$ cat src/core/pslo_pkg.sv
/*
 * constants, types and timing figures for the phy startup sequencer and
 * loss-of-signal output block.
 * assumes the reference clock runs at 20 MHz (50 ns period).
 */
package pslo_pkg;

   // reference clock
   localparam int unsigned CLK_PERIOD_NS = 50;

   // startup and pulse times in their own units, as printed
   localparam int unsigned REF_SETTLE_MS = 11;
   localparam int unsigned PLL_LOCK_US = 50;
   localparam int unsigned ADC_CAL_US = 2050;
   localparam int unsigned LOS_SHORT_MS = 20;
   localparam int unsigned LOS_MID_MS = 200;
   localparam int unsigned LOS_LONG_MS = 500;

   // least times round up to whole cycles
   localparam int unsigned REF_SETTLE_CYC =
      (REF_SETTLE_MS * 1000000 + CLK_PERIOD_NS - 1) / CLK_PERIOD_NS;
   localparam int unsigned PLL_LOCK_CYC =
      (PLL_LOCK_US * 1000 + CLK_PERIOD_NS - 1) / CLK_PERIOD_NS;
   localparam int unsigned ADC_CAL_CYC =
      (ADC_CAL_US * 1000 + CLK_PERIOD_NS - 1) / CLK_PERIOD_NS;
   localparam int unsigned LOS_SHORT_CYC =
      (LOS_SHORT_MS * 1000000 + CLK_PERIOD_NS - 1) / CLK_PERIOD_NS;
   localparam int unsigned LOS_MID_CYC =
      (LOS_MID_MS * 1000000 + CLK_PERIOD_NS - 1) / CLK_PERIOD_NS;
   localparam int unsigned LOS_LONG_CYC =
      (LOS_LONG_MS * 1000000 + CLK_PERIOD_NS - 1) / CLK_PERIOD_NS;

   // counter width: 500 ms is 10,000,000 cycles
   localparam int unsigned CNT_W = 24;

   // management register map
   localparam logic [4:0] LOS_CTRL_ADDR = 5'h1E;
   localparam logic [15:0] LOS_CTRL_RESET = 16'h0001;
   localparam int unsigned LOS_MODE_LSB = 0;

   // loss-of-signal behaviour field
   localparam logic [1:0] LOS_MODE_OFF = 2'h0;
   localparam logic [1:0] LOS_MODE_SHORT = 2'h1;
   localparam logic [1:0] LOS_MODE_MID = 2'h2;
   localparam logic [1:0] LOS_MODE_LONG = 2'h3;

   typedef enum logic [2:0] {
      ST_CAPTURE = 3'b000,
      ST_REF_SETTLE = 3'b001,
      ST_PLL_LOCK = 3'b010,
      ST_ADC_CAL = 3'b011,
      ST_RUN = 3'b100
   } pslo_state_t;

   typedef struct packed {
      logic pll_source_strap;
      logic eeprom_data_strap;
      logic module_mode_strap_bit;
   } pslo_straps_t;

   typedef struct packed {
      logic valid;
      logic write;
      logic [4:0] addr;
      logic [15:0] wdata;
   } pslo_mgmt_req_t;

endpackage

$ cat src/core/pslo_startup.sv
/*
 * phy startup sequencer with the programmable loss-of-signal output for
 * pluggable-module mode, plus the management-side loss control register.
 * assumes: core_clk is the 20 MHz reference clock; straps are board pins;
 * link status, eeprom script completion and management requests come from
 * logic on core_clk.
 */
// Functional notes
// RULE_01 - strap bit zero selects module mode; shared pin then carries loss-of-signal
// RULE_02 - loss-of-signal is active high, raised when the media link drops
// RULE_03 - behaviour chosen by bits 1:0 of management register 30
// RULE_04 - field 00 keeps loss-of-signal low always
// RULE_05 - field 01 gives one 20 ms pulse per link-down
// RULE_06 - field 10 gives one 200 ms pulse per link-down
// RULE_07 - field 11 gives one 500 ms pulse per link-down
// RULE_08 - pll, eeprom and mode straps latched at reset release
// RULE_09 - without eeprom, management interface active at first edge after release
// RULE_10 - with eeprom, management interface waits for script completion
// RULE_11 - wait about 11 ms for references to settle
// RULE_12 - then wait 50 us for pll lock
// RULE_13 - then run 2.05 ms converter calibration
// RULE_14 - clock outputs enabled only after calibration finishes
// RULE_15 - system gives a real rising reset edge after supplies settle
// RULE_16 - host may program registers before full operation
// RULE_17 - all times counted on reference clock; link-down mid-pulse ignored
`timescale 1ns/1ns

module pslo_startup #(
   parameter int unsigned REF_SETTLE_CYCLES = pslo_pkg::REF_SETTLE_CYC,
   parameter int unsigned ADC_CAL_CYCLES = pslo_pkg::ADC_CAL_CYC,
   parameter int unsigned LOS_SHORT_CYCLES = pslo_pkg::LOS_SHORT_CYC,
   parameter int unsigned LOS_MID_CYCLES = pslo_pkg::LOS_MID_CYC,
   parameter int unsigned LOS_LONG_CYCLES = pslo_pkg::LOS_LONG_CYC
) (
   // clock and reset
   input wire logic core_clk,
   input wire logic reset_n,
   // strap pins
   input wire logic pll_source_strap,
   input wire logic eeprom_data_strap,
   input wire logic module_mode_strap_bit,
   // on-chip status
   input wire logic media_link_up,
   input wire logic eeprom_script_done,
   // management register access
   input wire pslo_pkg::pslo_mgmt_req_t mgmt_req,
   output logic [15:0] mgmt_rdata,
   output logic mgmt_rvalid,
   // startup status
   output logic mgmt_active,
   output logic clk_out_enable,
   output logic pll_source_latched,
   output logic module_mode,
   // shared loss-of-signal / signal-detect pin
   output logic shared_los_pin
);

   localparam int unsigned W = pslo_pkg::CNT_W;

   // strap synchronisers carry no reset so their pre-release value is
   // already settled at the first edge after reset goes high
   pslo_pkg::pslo_straps_t strap_meta;
   pslo_pkg::pslo_straps_t strap_sync;
   pslo_pkg::pslo_straps_t strap_reg;
   pslo_pkg::pslo_straps_t strap_next;
   // module mode held in its own flop so the output needs no inverter
   logic mode_reg;
   pslo_pkg::pslo_state_t state_reg;
   pslo_pkg::pslo_state_t state_next;
   logic [W-1:0] seq_cnt_reg;
   logic [W-1:0] seq_cnt_next;
   logic smi_reg;
   logic smi_next;
   logic clk_en_reg;
   logic clk_en_next;
   logic [15:0] los_ctrl_reg;
   logic [15:0] los_ctrl_next;
   logic [15:0] rdata_reg;
   logic [15:0] rdata_next;
   logic rvalid_reg;
   logic link_prev_reg;
   logic los_active_reg;
   logic los_active_next;
   logic [W-1:0] los_cnt_reg;
   logic [W-1:0] los_cnt_next;
   logic pin_reg;
   logic pin_next;

   wire logic in_module_mode = mode_reg; // RULE_01
   wire logic [1:0] los_mode = los_ctrl_reg[pslo_pkg::LOS_MODE_LSB +: 2]; // RULE_03
   wire logic link_down = link_prev_reg & ~media_link_up; // RULE_02
   wire logic addr_hit = mgmt_req.addr == pslo_pkg::LOS_CTRL_ADDR;
   wire logic reg_write = mgmt_req.valid & mgmt_req.write & smi_reg & addr_hit;
   wire logic reg_read = mgmt_req.valid & ~mgmt_req.write & smi_reg;
   wire logic ref_done = seq_cnt_reg == W'(REF_SETTLE_CYCLES - 1); // RULE_11
   wire logic pll_done = seq_cnt_reg == W'(pslo_pkg::PLL_LOCK_CYC - 1); // RULE_12
   wire logic cal_done = seq_cnt_reg == W'(ADC_CAL_CYCLES - 1); // RULE_13
   wire logic [W-1:0] los_len =
      (los_mode == pslo_pkg::LOS_MODE_SHORT) ? W'(LOS_SHORT_CYCLES) : // RULE_05
      (los_mode == pslo_pkg::LOS_MODE_MID) ? W'(LOS_MID_CYCLES) : // RULE_06
      W'(LOS_LONG_CYCLES); // RULE_07

   always_ff @(posedge core_clk) begin
      strap_meta <= {pll_source_strap, eeprom_data_strap, module_mode_strap_bit};
      strap_sync <= strap_meta;
   end

   // startup sequence
   always_comb begin
      state_next = state_reg;
      seq_cnt_next = seq_cnt_reg + W'(1);
      strap_next = strap_reg;
      clk_en_next = clk_en_reg;
      if (state_reg == pslo_pkg::ST_CAPTURE) begin
         smi_next = ~strap_sync.eeprom_data_strap; // RULE_09
      end else begin
         // latch once the loader reports the script applied
         smi_next = smi_reg | eeprom_script_done; // RULE_10
      end
      unique case (state_reg)
         pslo_pkg::ST_CAPTURE: begin
            strap_next = strap_sync; // RULE_08
            seq_cnt_next = '0;
            state_next = pslo_pkg::ST_REF_SETTLE;
         end
         pslo_pkg::ST_REF_SETTLE: begin
            if (ref_done) begin
               seq_cnt_next = '0;
               state_next = pslo_pkg::ST_PLL_LOCK; // RULE_11
            end
         end
         pslo_pkg::ST_PLL_LOCK: begin
            if (pll_done) begin
               seq_cnt_next = '0;
               state_next = pslo_pkg::ST_ADC_CAL; // RULE_12
            end
         end
         pslo_pkg::ST_ADC_CAL: begin
            if (cal_done) begin
               seq_cnt_next = '0;
               clk_en_next = 1'b1; // RULE_14
               state_next = pslo_pkg::ST_RUN; // RULE_13
            end
         end
         pslo_pkg::ST_RUN: begin
            seq_cnt_next = '0;
         end
         default: begin
            seq_cnt_next = '0;
            state_next = pslo_pkg::ST_CAPTURE;
         end
      endcase
   end

   // counters run only on core_clk, so all durations follow the reference
   always_ff @(posedge core_clk or negedge reset_n) begin
      if (!reset_n) begin
         state_reg <= pslo_pkg::ST_CAPTURE;
         seq_cnt_reg <= '0;
         strap_reg <= '0;
         mode_reg <= 1'b1;
         smi_reg <= 1'b0;
         clk_en_reg <= 1'b0;
      end else begin
         state_reg <= state_next; // RULE_17
         seq_cnt_reg <= seq_cnt_next;
         strap_reg <= strap_next;
         mode_reg <= ~strap_next.module_mode_strap_bit; // RULE_01
         smi_reg <= smi_next;
         clk_en_reg <= clk_en_next;
      end
   end

   // management register; writes ahead of clock enable let the host
   // configure the part before the analog side is up
   always_comb begin
      los_ctrl_next = los_ctrl_reg;
      if (reg_write) begin
         los_ctrl_next = mgmt_req.wdata;
      end
      rdata_next = rdata_reg;
      if (reg_read) begin
         rdata_next = addr_hit ? los_ctrl_reg : 16'h0000;
      end
   end

   // loss-of-signal pulse
   always_comb begin
      los_active_next = los_active_reg;
      los_cnt_next = los_cnt_reg;
      if (los_mode == pslo_pkg::LOS_MODE_OFF) begin
         los_active_next = 1'b0; // RULE_04
         los_cnt_next = '0;
      end else if (los_active_reg) begin
         // further drops are ignored so a flapping link cannot stretch it
         if (los_cnt_reg == W'(1)) begin
            los_active_next = 1'b0; // RULE_17
         end
         los_cnt_next = los_cnt_reg - W'(1);
      end else if (link_down && in_module_mode) begin
         los_active_next = 1'b1; // RULE_02
         los_cnt_next = los_len;
      end
      // outside module mode the pin reports signal detect
      pin_next = in_module_mode ? los_active_next : media_link_up; // RULE_01
   end

   always_ff @(posedge core_clk or negedge reset_n) begin
      if (!reset_n) begin
         los_ctrl_reg <= pslo_pkg::LOS_CTRL_RESET;
         rdata_reg <= 16'h0000;
         rvalid_reg <= 1'b0;
         link_prev_reg <= 1'b0;
         los_active_reg <= 1'b0;
         los_cnt_reg <= '0;
         pin_reg <= 1'b0;
      end else begin
         los_ctrl_reg <= los_ctrl_next;
         rdata_reg <= rdata_next;
         rvalid_reg <= reg_read;
         link_prev_reg <= media_link_up;
         los_active_reg <= los_active_next;
         los_cnt_reg <= los_cnt_next;
         pin_reg <= pin_next;
      end
   end

   assign mgmt_rdata = rdata_reg;
   assign mgmt_rvalid = rvalid_reg;
   assign mgmt_active = smi_reg;
   assign clk_out_enable = clk_en_reg;
   assign pll_source_latched = strap_reg.pll_source_strap;
   assign module_mode = mode_reg;
   assign shared_los_pin = pin_reg;

endmodule // pslo_startup

$ cat config.mk
export PLATFORM = sky130hd
export DESIGN_NAME = pslo_startup
export DESIGN_NICKNAME = d
export VERILOG_FILES = /design/src/core/pslo_pkg.sv /design/src/core/pslo_startup.sv
export SDC_FILE = /design/constraint.sdc
export NUM_CORES = 1
export LEC_CHECK = 0
export ABC_AREA = 0
export CAP_MARGIN = 20
export CORE_ASPECT_RATIO = 0.7
export CORE_MARGIN = 8
export CORE_UTILIZATION = 59
export CTS_BUF_LIST = sky130_fd_sc_hd__clkbuf_8
export DETAILED_ROUTE_END_ITERATION = 8
export DONT_BUFFER_PORTS = 1
export GPL_TIMING_DRIVEN = 0
export PLACE_DENSITY = 0.78
export SKIP_LAST_GASP = 1
export SYNTH_ARGS = -nofsm -noshare
export SYNTH_HDL_FRONTEND = slang
export SYNTH_SLANG_ARGS = --single-unit
$ cat constraint.sdc
create_clock -name core_clk -period 2.2 [get_ports core_clk]
set_clock_uncertainty 0.1 [all_clocks]
set_input_delay 0.33 -clock core_clk [delete_from_list [all_inputs] [get_ports core_clk]]
set_output_delay 0.33 -clock core_clk [all_outputs]
set_load 0.005 [all_outputs]
# After elaboration in Yosys (flattened, before gate mapping)
# Index checks and enable logic that the tools add are counted.
[word_totals]
latch_bits = 0
register_bits = 98
word_cells = 75
rom_bits = 0
mem_bits_rw = 0
mem_count = 0
output_inout_bits = 22
[op_classes]
n_mul = 0
n_div = 0
n_shift = 0
addsub = 2
magnitude_cmp = 0
eq_ne = 14
reduce_logical = 6
mux = 21
bitwise_logic = 12
[ops]
columns = ["operator", "n"]
rows = [
  ["$mux 24", 8],
  ["$pmux 24 s3", 1],
  ["$add 24x1->24 const B", 1],
  ["$eq 24x1->1 const B", 1],
  ["$eq 24x10->1 const B", 1],
  ["$eq 24x16->1 const B", 1],
  ["$eq 24x18->1 const B", 1],
  ["$sub 24x1->24 const B", 1],
  ["$mux 16", 1],
  ["$pmux 3 s5", 1],
  ["$mux 3", 3],
  ["$mux 1", 7],
  ["$and 1x1->1", 6],
  ["$eq 3x2->1 const B", 2],
  ["$ne 2x2->1 const B", 3],
  ["$eq 5x5->1 const B", 1],
  ["$not 1->1", 5],
  ["$reduce_and 4->1", 1],
  ["$eq 3x1->1 const B", 1],
  ["$eq 3x3->1 const B", 1],
  ["$logic_not 3->1", 1],
  ["$reduce_bool 3->1", 1],
  ["$eq 2x1->1 const B", 1],
  ["$eq 2x2->1 const B", 1],
  ["other kinds (4)", 4],
]

# Longest topological paths before layout
# Gate-level depths: netlist (run 1).
[depth]
ltp_word = 7
mapped_depth = 8

# Least setup slack after synthesis (run 1)
# OpenSTA, ideal clock, no wires.
[synth_timing]
path_kind = "register to register"
start = "register los_cnt_reg[0]"
end = "register los_cnt_reg[12]"
path_slack_ns = -0.070
period_less_slack_ns = 2.270
n_path_buf = 1
path_stages_with_launch = 9
setup_ns = 0.121
arrival_ns = 2.049
t_required_ns = 1.979
path_cell_list = "dfrtp_1 -> inv_1 -> ha_1 -> or3b_2 -> clkbuf_1 -> or3_2 -> nor2_1 -> o21ai_0 -> a22o_1"
[synth_via]
elab_chain_len = 3
[synth_lines]
columns = ["item", "line", "text"]
rows = [
  ["start, declared", "pslo_startup.sv:84", "logic [W-1:0] los_cnt_reg;"],
  ["start signal, assigned", "pslo_startup.sv:223", "los_cnt_reg <= los_cnt_next;"],
  ["$sub 24x1->24", "pslo_startup.sv:199", "los_cnt_next = los_cnt_reg - W'(1);"],
  ["$mux 24", "pslo_startup.sv:194", "end else if (los_active_reg) begin"],
  ["$mux 24", "pslo_startup.sv:191", "if (los_mode == pslo_pkg::LOS_MODE_OFF) begin"],
]
# Every way passes these cells.
# A chain may end at the register's enable or synchronous reset.

# Worst setup path after layout (run 1)
[layout_timing]
start = "register los_cnt_reg[11]"
end = "register pin_reg, in the netlist shared_los_pin"
[layout_via]
elab_chain_len = 5
[layout_lines]
columns = ["item", "line", "text"]
rows = [
  ["$eq 24x1->1", "pslo_startup.sv:196", "if (los_cnt_reg == W'(1)) begin"],
  ["$mux 1", "pslo_startup.sv:196", ""],
  ["$mux 1", "pslo_startup.sv:194", ""],
  ["$mux 1", "pslo_startup.sv:191", ""],
  ["net los_active_next", "pslo_startup.sv:83", "logic los_active_next;"],
  ["$mux 1", "pslo_startup.sv:205", "pin_next = in_module_mode ? los_active_next : media_link_up;"],
  ["net pin_next", "pslo_startup.sv:87", "logic pin_next;"],
  ["end signal, assigned", "pslo_startup.sv:224", "pin_reg <= pin_next;"],
  ["end, declared", "pslo_startup.sv:86", "logic pin_reg;"],
]
# The timed path passes the listed nets, and every way through them passes these cells.

==> metrics.md, run 1 <==
| Metric | Value |
|---|---|
| Yosys reg bits | 98 |
| DR WL/cell | 18.7 um |
| Fmax | roughly 440 MHz |
| Largest family of logic cells by synthesized area | simple AND/OR/NAND/NOR gates |
| Crit-path max FO | 4 |
| Die W | between 100 and 150 um |
| Register Area | 0.00243 mm^2 |
| Setup TNS | -0.248 ns |
| Adder-cell share of the synthesized area | 1.90% |
| Status | finished, violations left |
| Max Slew Vio Count | 0 |
| Post-Synth XOR/XNOR Area | 4.18% |
| Top FF cell, synth | dfrtp_1 |
| Clock sinks | between 90 and 100 |
| Final setup viols | 15 |
| Post-synth EDFFs | 0 |
| Multi-input gate area | between 0.002 and 0.0025 mm^2 |
| Leak | 2.36 nW |
| CP arrival | ~2.5 ns |
| GRT Util Overall | between 20% and 30% |
| Crit start category | register |
| Register area share after synthesis | 52.6% |
| Setup ws final | -0.0942 ns |
| Area growth from synthesis to layout | 19.8% |
| Pwr Density | a little under 900 mW/mm^2 |
| Tcrit/Tclk final | 104% |
| Clk pin slew, worst setup/hold paths | 0.11 ns |
| Critical Path End Type | register |
| Worst Tran Pin Value | 0.701 ns |
| Clock Tree Root | clkbuf_8 |
| Critical path required time | ~2.4 ns |
| Crit path kind | reg -> reg |
| Placed cell area | approximately 0.0047 mm^2 |
| Compound-Gate Fraction of Synth Area | between 10 and 15% |
| Hold buffer count at cts | 18 |
| Maximum number of pins on one net before global-route repair | 93 |
| CORE AREA | approximately 0.0077 mm^2 |
| RSZ-0062 raised after global routing | yes |
| RD Place Congestion | slightly below 0.9 |
| Drt initial violations | roughly 250 |
| First-pass DRT Iterations | 5 |
| Starting Density | about three fifths |
| Worst hold margin | -0.465 ns |
| Int Pwr | approximately 3.2 mW |
| # Max-Cap Violations | 0 |
| Switching pwr | roughly 1.7 mW |
| Fillers | 540 |
| Mapped Cells | about 460 |
| Unique masters post-synth | 57 |
| Antenna violations before repair | 0 |
| Post-route DRC | 0 |
| Cell taking the most area after synthesis | dfrtp_1 |
| # diodes | 0 |
| Final hold vios | between 90 and 100 |
| Asr flop ratio synth | between 90% and 100% |
| Antenna-violating nets left | 0 |
| Total Wirelength | 11600 um |
| Post-synth top cells | dfrtp_1 (90), nand2_1 (54), nor2_1 (49) |
| Min Tclk post-route | 2.29 ns |
| Final #Nets | approximately 550 |
| Die area | roughly 0.011 mm^2 |
| Combinational power share | a little under a third |
| Clock share of power | a little under a quarter |
| Synth Net Count | between 400 and 500 |
| Post-route design area | about 0.0055 mm^2 |
| Failing checks | negative hold slack, negative setup slack |
| Number of I/O pins | 52 |
| Synth area leaders | dfrtp_1 (49%), nand2_1 (4.4%), nor2_1 (4.0%) |
| H-tree depth | 3 |
| Count of port buffers added during placement | 0 |
| Post-DP HPWL | a little over 7000 um |
| Final Core Density | about 72% |
| First-pass GRT wire length | between 15000 and 20000 um |
| Synth Cell Area | approximately 0.0046 mm^2 |
| Syn_area_per_cell | ~10 um^2 |
| Core Rows | 27 |
| Num CTS Buffers | 9 |
| FF-to-FF setup slack | -0.09 ns |
| Vias in the first global route | 3800 |
| Synth Area in Simple Gates | 23.0% |
| Switch share | 35.1% |
| Max VDD drop | between 0.4 and 0.5 mV |
| Synth warnings | 0 |
| CTS Buffer Depth | 2 |
| TritonCTS clock tree | built |
| Sequential share of power | about 47% |
| Yosys top cell area share | 48.9% |
| Hold crit path type | in -> async |
| Grt total ovfl | 0 |
| Skew-Pair Late Insertion Delay | between 0.3 and 0.4 ns |
| Most common cell in the netlist | dfrtp_1 |
| Post-synthesis mux area share | about 4.2% |
| Die Height | around 90 um |
| Slew margin rel. | around 53% |
| Layout cells sized above 1 | between 20% and 30% |
| Overall via count from detail_route | 3765 |
| Via density | 6.09 |
| Pre-CTS WS | -0.246 ns |
[final cells by class]
class	instances	area share, %
flip-flops and latches	98	44.1
multi-input cells	334	40.8
clock buffers	10	2.50
plain buffers	14	1.63
inverters	13	0.885
repair buffers	42	6.81
well taps	101	2.29
clock inverters	6	1.02
[kinds of logic after synthesis]
| group | Yosys count |
|---|---|
| flops | 98 |
| xor+xnor | 22 |
| fa+ha+maj | 7 |
| buf+inv | 30 |
| mux | 17 |
| compound gates | 82 |
| simple gates | 206 |
[final timing paths]
| path | startpoint | to | cells past startpoint |
|---|---|---|---|
| worst min-delay path | reset_n | strap_reg[0]$_DFF_PN0_ | 0 |
| worst max register to register | los_cnt_reg[11]$_DFFE_PN0P_ | shared_los_pin$_DFF_PN0_ | 6 |
| min in group core_clk | mgmt_req[15] | los_ctrl_reg[15]$_DFFE_PN0P_ | 1 |
| worst min register to register | strap_meta[2]$_DFF_P_ | strap_sync[2]$_DFF_P_ | 0 |
| worst max-delay path | los_cnt_reg[11]$_DFFE_PN0P_ | shared_los_pin$_DFF_PN0_ | 6 |
| max in group asynchronous | reset_n | los_ctrl_reg[0]$_DFFE_PN1P_ | 0 |
[critical path, stage by stage (launching register included)]
cell and delay [ns]:
dfrtp_1 0.38, or3_1 0.38, clkbuf_8 0.16, or4_4 0.58, nor4_4 0.16, a21oi_2 0.12, mux2_4 0.29
[layer usage]
layer / part of all wire [%] / track usage [%]
met5: 0 / 0
met4: 1.2 / 5.42
met3: 9.9 / 8.18
met2: 45 / 31.6
met1: 44 / 29.8
[stage by stage]
| step | std cells | total power [mW] |
|---|---|---|
| detailed placement | 563 | 3.50 |
| floorplan | 462 | 3.19 |
| finish | 618 | 4.94 |
| CTS | 612 | 4.83 |
| global route | 618 | 5.20 |
| global placement | 563 | 3.44 |
[power groups by stage]
| stage | clock network [mW] | logic (mW) | registers (mW) |
|---|---|---|---|
| 6_report | 1.15 | 1.48 | 2.30 |
| 5_1_grt | 1.23 | 1.64 | 2.34 |
| 4_1_cts | 1.17 | 1.38 | 2.28 |
| 3_5_place_dp | 0 | 1.17 | 2.33 |
| 3_3_place_gp | 0 | 1.12 | 2.32 |
| 2_1_floorplan | 0 | 0.927 | 2.26 |
[cells in the final DEF (no fill, tap or decap), drive strengths merged, types with 5 or more instances in the layout]
| cell type | instances |
|---|---|
| a31oi | 7 |
| a21oi | 14 |
| nor4 | 11 |
| ha | 7 |
| inv | 14 |
| nand3 | 25 |
| nand2 | 54 |
| buf | 29 |
| o21ai | 36 |
| a22o | 5 |
| and4 | 5 |
| clkbuf | 19 |
| nor3 | 21 |
| mux2 | 16 |
| nor2 | 49 |
| or4 | 5 |
| dlygate4sd3 | 18 |
| xnor2 | 18 |
| dfxtp | 6 |
| or3 | 7 |
| dfrtp | 90 |
| nand4 | 7 |
[what timing repair did]
| item | 4_1_cts | 5_1_grt |
|---|---|---|
| gates cloned | 2 | 0 |
| pin swaps | 6 | 22 |
| gates resized for setup | 22 | 46 |
| hold endpoints to repair | 110 | 92 |
| endpoints found under the setup margin | 40 | 42 |
| setup buffers | 16 | 6 |
Power figures use the tool's default switching activity.
==> inputs of run 2 (changes only) <==
--- a/config.mk
+++ b/config.mk
@@ -16,6 +16,7 @@
 export GPL_TIMING_DRIVEN = 0
 export PLACE_DENSITY = 0.78
 export SKIP_LAST_GASP = 1
+export SLEW_MARGIN = 20
 export SYNTH_ARGS = -nofsm -noshare
 export SYNTH_HDL_FRONTEND = slang
 export SYNTH_SLANG_ARGS = --single-unit
==> constraint.sdc (replaced) <==
create_clock -name core_clk -period 2.2 [get_ports core_clk]
set_clock_uncertainty 0.1 [all_clocks]
set_input_delay 0.22 -clock core_clk [delete_from_list [all_inputs] [get_ports core_clk]]
set_output_delay 0.22 -clock core_clk [all_outputs]
set_load 0.005 [all_outputs]
==> metrics.md, run 2 (synthesis gave the netlist of run 1 again) <==
| Metric | Value |
|---|---|
| Min Tclk post-route | 2.29 ns (-0.00486 ns) |
| Post-route DRC | 0 (unchanged) |
| Count of port buffers added during placement | 0 (unchanged) |
| Vias in the first global route | 3839 (+1.0%) |
| Clock sinks | 98 (unchanged) |
| Setup TNS | -0.153 ns (+0.0948 ns) |
| Crit path kind | reg -> reg |
| Post-DP HPWL | 7190 um (unchanged) |
| Hold crit path type | in -> async |
| Hold buffer count at cts | 21 (+3) |
| TritonCTS clock tree | built |
| First-pass GRT wire length | 19700 um (+1.6%) |
| Skew-Pair Late Insertion Delay | 0.37 ns (about the same) |
| # diodes | 0 (unchanged) |
| Max Slew Vio Count | 0 (unchanged) |
| # Max-Cap Violations | 0 (unchanged) |
| Fmax | 437 MHz (+0.21%) |
| Top Family by Delay on Critical Path | simple AND/OR/NAND/NOR gates |
| Max VDD drop | 0.529 mV (+10%) |
| Drt initial violations | 247 (-2.8%) |
| Post-route design area | 0.00555 mm^2 (+0.54%) |
| Pwr Density | 892 mW/mm^2 (-0.36%) |
| Worst path cell trace | or3_1, clkbuf_8, or4_4, nor4_4, a21oi_2, mux2_4 |
| Commonest non-fill, non-tap cell in the layout | dfrtp_1 |
| Worst hold margin | -0.574 ns (-0.109 ns) |
| Critical path required time | 2.36 ns (about the same) |
| Crit start category | register |
| Pre-CTS WS | -0.246 ns (unchanged) |
| CTS Buffer Depth | 2 (unchanged) |
| Die area | 0.0109 mm^2 (unchanged) |
| Antenna-violating nets left | 0 (unchanged) |
| Crit Reg-Reg Startpoint | los_cnt_reg[11]$_DFFE_PN0P_ |
| Die Height | 89.9 um (unchanged) |
| RSZ-0062 raised after global routing | yes |
| CORE AREA | 0.00770 mm^2 (unchanged) |
| Total Wirelength | 11800 um (+2.0%) |
| Starting Density | 59.8% (unchanged) |
| Crit path buf inv count | 1 (unchanged) |
| Crit-path max FO | 4 (unchanged) |
| Failing checks | negative hold slack, negative setup slack |
| Core Rows | 27 (unchanged) |
| Slowest stage cell, crit path | or4_4 |
| Worst Tran Pin Value | 0.728 ns (+0.0267 ns) |
| DR WL/cell | 19.0 um (+1.5%) |
| Num CTS Buffers | 9 (unchanged) |
| CP startpoint | los_cnt_reg[11]$_DFFE_PN0P_ |
| Maximum number of pins on one net before global-route repair | 93 (unchanged) |
| CP arrival | 2.45 ns (about the same) |
| Antenna violations before repair | 0 (unchanged) |
| Critical Path End Type | register |
| Overall via count from detail_route | 3840 (+2.0%) |
| Fillers | 526 (-2.6%) |
| Grt total ovfl | 0 (unchanged) |
| Number of I/O pins | 52 (unchanged) |
| RD Place Congestion | 0.868 (unchanged) |
| Leak | 2.37 nW (+0.53%) |
| Worst stage delay on the critical path | 0.58 ns (about the same) |
| Setup ws final | -0.0893 ns (+0.00486 ns) |
| Clock Tree Root | clkbuf_8 |
| Final hold vios | 92 (unchanged) |
| Tcrit/Tclk final | 104% (-0.22 points) |
| Area growth from synthesis to layout | 20.4% |
| Final setup viols | 10 (-5) |
| H-tree depth | 3 (unchanged) |
| Placed cell area | 0.00473 mm^2 (unchanged) |
| Slew margin rel. | 51.4% (-1.8 points) |
| Status | finished, violations left |
| Clk pin slew, worst setup/hold paths | 0.11 ns (about the same) |
| Highest-count cells in the layout ignoring fill and taps | dfrtp_1 (84), nand2_1 (54), o21ai_0 (36) |
| GRT Util Overall | 22.1% (+0.37 points) |
| First-pass DRT Iterations | 5 (unchanged) |
| Die W | 122 um (unchanged) |
| Final #Nets | 552 (+0.55%) |
| Layout cells sized above 1 | 22.3% (-0.13 points) |
| Via density | 6.18 (+1.5%) |
run 2: changes by cell type in the layout (fill, tap and decap cells not counted):
cell	delta
dlygate4sd3_1	+3
run 2: layer usage:
layer	vias up	track usage [%]	wire, um
li1	1746	-	-
met1	1895	30.0	5100
met2	174	32.4	5340
met3	25	7.75	1150
met4	0	6.45	190
met5	-	0	0
run 2: area by class of cell:
type / count / area [um^2] / share of cell area [%]
Multi-Input combinational cell: 334 / 2250 / 40.5
Timing Repair Buffer: 45 / 405 / 7.31
Buffer: 14 / 90.1 / 1.62
Clock buffer: 10 / 138 / 2.48
Inverter: 13 / 48.8 / 0.880
Tap cell: 101 / 126 / 2.28
Clock inverter: 6 / 56.3 / 1.02
Sequential cell: 98 / 2430 / 43.9
run 2: final timing paths:
| path | endpoint | slack (ns) | cells after the start |
|---|---|---|---|
| max | shared_los_pin$_DFF_PN0_ | -0.09 | 6 |
| min in group core_clk | mgmt_rdata[3]$_DFFE_PN0P_ | 0.05 | 3 |
| max in group asynchronous | los_ctrl_reg[0]$_DFFE_PN1P_ | 2.29 | 0 |
| max reg2reg | shared_los_pin$_DFF_PN0_ | -0.09 | 6 |
| min | strap_reg[0]$_DFF_PN0_ | -0.57 | 0 |
| min reg2reg | strap_sync[2]$_DFF_P_ | 0.24 | 0 |
run 2: metrics by stage:
step / power (mW) / cells / hold slack [ns] / util (%)
floorplan: 3.19 / 462 / -0.176 / -
global placement: 3.44 / 563 / -0.173 / 61.5
detailed placement: 3.50 / 563 / -0.173 / 61.5
CTS: 4.84 / 615 / -0.585 / 69.3
global route: 5.21 / 621 / -0.593 / 72.0
finish: 4.94 / 621 / -0.574 / 72.0
run 2: where the power goes:
part           switching (mW)  total (mW)  internal [mW]
Sequential              0.245        2.30           2.06
Combinational           0.805        1.49          0.683
Clock                   0.690        1.16          0.467
Total                    1.74        4.94           3.20
run 2: what timing repair did:
item / CTS / global route
gates resized for setup: 22 / 46
gates cloned: 2 / 0
endpoints found under the setup margin: 40 / 42
pin swaps: 6 / 22
setup buffers: 16 / 6
endpoints found under the hold margin: 114 / 92
==> inputs of run 3 (changes only) <==
--- a/config.mk
+++ b/config.mk
@@ -7,7 +7,6 @@
 export LEC_CHECK = 0
 export ABC_AREA = 0
 export CAP_MARGIN = 20
-export CORE_ASPECT_RATIO = 0.7
 export CORE_MARGIN = 8
 export CORE_UTILIZATION = 59
 export CTS_BUF_LIST = sky130_fd_sc_hd__clkbuf_8
==> metrics.md, run 3 (synthesis gave the netlist of run 1 again) <==
| Metric | Value |
|---|---|
| TritonCTS clock tree | built |
| Clock sinks | 98 (unchanged) |
| Hold crit path type | in -> async |
| Overall via count from detail_route | 3834 (-0.16%) |
| Multi-input gate area | 0.00216 mm^2 (-4.1%) |
| Final hold vios | 92 (unchanged) |
| RD Place Congestion | 0.837 (-3.6%) |
| Crit-path max FO | 6 (+2) |
| Final setup viols | 2 (-8) |
| Skew-Pair Late Insertion Delay | 0.37 ns (about the same) |
| Vias in the first global route | 3706 (-3.5%) |
| Count of port buffers added during placement | 0 (unchanged) |
| Antenna-violating nets left | 0 (unchanged) |
| Crit path kind | reg -> reg |
| Reg2reg end | shared_los_pin$_DFF_PN0_ |
| Hold buffer count at cts | 21 (unchanged) |
| Fmax | 435 MHz (-0.31%) |
| Slew margin rel. | 45.8% (-5.6 points) |
| Num CTS Buffers | 9 (unchanged) |
| # diodes | 0 (unchanged) |
| H-tree depth | 3 (unchanged) |
| Max Slew Vio Count | 0 (unchanged) |
| CORE AREA | 0.00765 mm^2 (-0.71%) |
| Final Power | 4.94 mW (about the same) |
| CTS Buffer Depth | 2 (unchanged) |
| Drt initial violations | 283 (+15%) |
| Antenna violations before repair | 0 (unchanged) |
| Core Rows | 32 (+19%) |
| Register Area | 0.00243 mm^2 (unchanged) |
| Crit start category | register |
| Gr busiest metal | met2 |
| Total Wirelength | 11300 um (-4.2%) |
| RSZ-0062 raised after global routing | yes |
| Die W | 104 um (-14%) |
| Met1 Resource Use GR | 23.5% (-6.6 points) |
| Die Height | 104 um (+16%) |
| Maximum number of pins on one net before global-route repair | 93 (unchanged) |
| Worst R2R Path Depth | 6 (unchanged) |
| GRT Util Overall | 20.7% (-1.4 points) |
| FF-to-FF setup slack | -0.1 ns (about the same) |
| Pre-CTS WS | -0.276 ns (-0.0298 ns) |
| Highest-count cells in the layout ignoring fill and taps | dfrtp_1 (84), nand2_1 (54), nor2_1 (46) |
| Final #Nets | 547 (-0.91%) |
| CP startpoint | los_cnt_reg[11]$_DFFE_PN0P_ |
| Crit Reg-Reg Startpoint | los_cnt_reg[11]$_DFFE_PN0P_ |
| Via density | 6.21 (+0.49%) |
| Status | finished, violations left |
| Pwr Density | 913 mW/mm^2 (+2.4%) |
| Met3 GRT Util | 5.64% (-2.1 points) |
| Setup ws final | -0.0965 ns (-0.00717 ns) |
| # Max-Cap Violations | 0 (unchanged) |
| Area growth from synthesis to layout | 17.5% |
| Starting Density | 60.2% (+0.43 points) |
| Number of I/O pins | 52 (unchanged) |
| Commonest non-fill, non-tap cell in the layout | dfrtp_1 |
| Final Core Density | 70.8% (-1.2 points) |
| Leak | 2.38 nW (+0.26%) |
| Post-DP HPWL | 6910 um (-3.8%) |
| Layout cells sized above 1 | 18.4% (-3.9 points) |
| Worst hold margin | -0.571 ns (+0.00327 ns) |
| Die area | 0.0109 mm^2 (-0.42%) |
| Critical Path End Type | register |
| Max VDD drop | 0.436 mV (-18%) |
| Clock Tree Root | clkbuf_8 |
| Clk pin slew, worst setup/hold paths | 0.11 ns (about the same) |
| Grt total ovfl | 0 (unchanged) |
| CP arrival | 2.46 ns (about the same) |
| Min Tclk post-route | 2.30 ns (+0.00717 ns) |
| M2 GR Usage | 36.6% (+4.2 points) |
| Failing checks | negative hold slack, negative setup slack |
| DR WL/cell | 18.3 um (-3.6%) |
| Post-route DRC | 0 (unchanged) |
| First-pass DRT Iterations | 5 (unchanged) |
| Fillers | 524 (-0.38%) |
| Critical path required time | 2.36 ns (about the same) |
| First-pass GRT wire length | 18400 um (-6.8%) |
| Tcrit/Tclk final | 104% (+0.33 points) |
| Worst Tran Pin Value | 0.806 ns (+0.0777 ns) |
==> run 3: layer usage <==
metal  up-vias  routed length [um]
li1       1744                   -
met1      1889                4410
met3        38                 709
met5         -                   0
met2       163                5920
met4         0                 242
==> run 3: report_power, final <==
part	switching, mW	internal, mW	total (mW)
Clock	0.717	0.452	1.17
Combinational	0.795	0.658	1.45
Sequential	0.263	2.06	2.32
Total	1.78	3.17	4.94
==> run 3: worst max path at each step <==
stage                             endpoint  slack (ns)
6_report          shared_los_pin$_DFF_PN0_        -0.1
5_1_grt           shared_los_pin$_DFF_PN0_       -0.13
4_1_cts           shared_los_pin$_DFF_PN0_       -0.12
3_5_place_dp   los_cnt_reg[12]$_DFFE_PN0P_       -0.28
3_3_place_gp      shared_los_pin$_DFF_PN0_       -0.20
2_1_floorplan  los_cnt_reg[12]$_DFFE_PN0P_       -0.06
==> run 3: worst max-delay path, stage by stage, from the launching register on <==
cell,delay (ns)
dfrtp_1,0.42
or3_4,0.38
buf_6,0.14
or4_4,0.59
nor4_4,0.20
a21oi_2,0.10
mux2_4,0.26
==> run 3: area by class of cell <==
class                      count  share of cell area [%]
sequential                    98                    44.9
multi-input combinational    335                    39.8
timing repair buffer          40                    6.66
tap                          102                    2.36
clock buffer                   9                    2.29
buffer                        13                    1.55
clock inverter                 7                    1.50
inverter                      13                   0.901
==> run 3: timing repair <==
action | CTS | global route
gates cloned | 2 | 1
setup buffers | 9 | 8
endpoints found under the setup margin | 34 | 42
resized for setup | 18 | 21
hold endpoints to repair | 114 | 92
pin swaps | 5 | 2
==> run 3: metrics by stage <==
step	TNS, ns	instance area (um^2)	hold WS [ns]	cells
finish	-0.107	5410	-0.571	617
global route	-1.10	5410	-0.593	617
CTS	-0.315	5290	-0.578	610
detailed placement	-6.81	4730	-0.172	564
global placement	-5.07	4730	-0.171	564
floorplan	-0.164	4610	-0.176	462
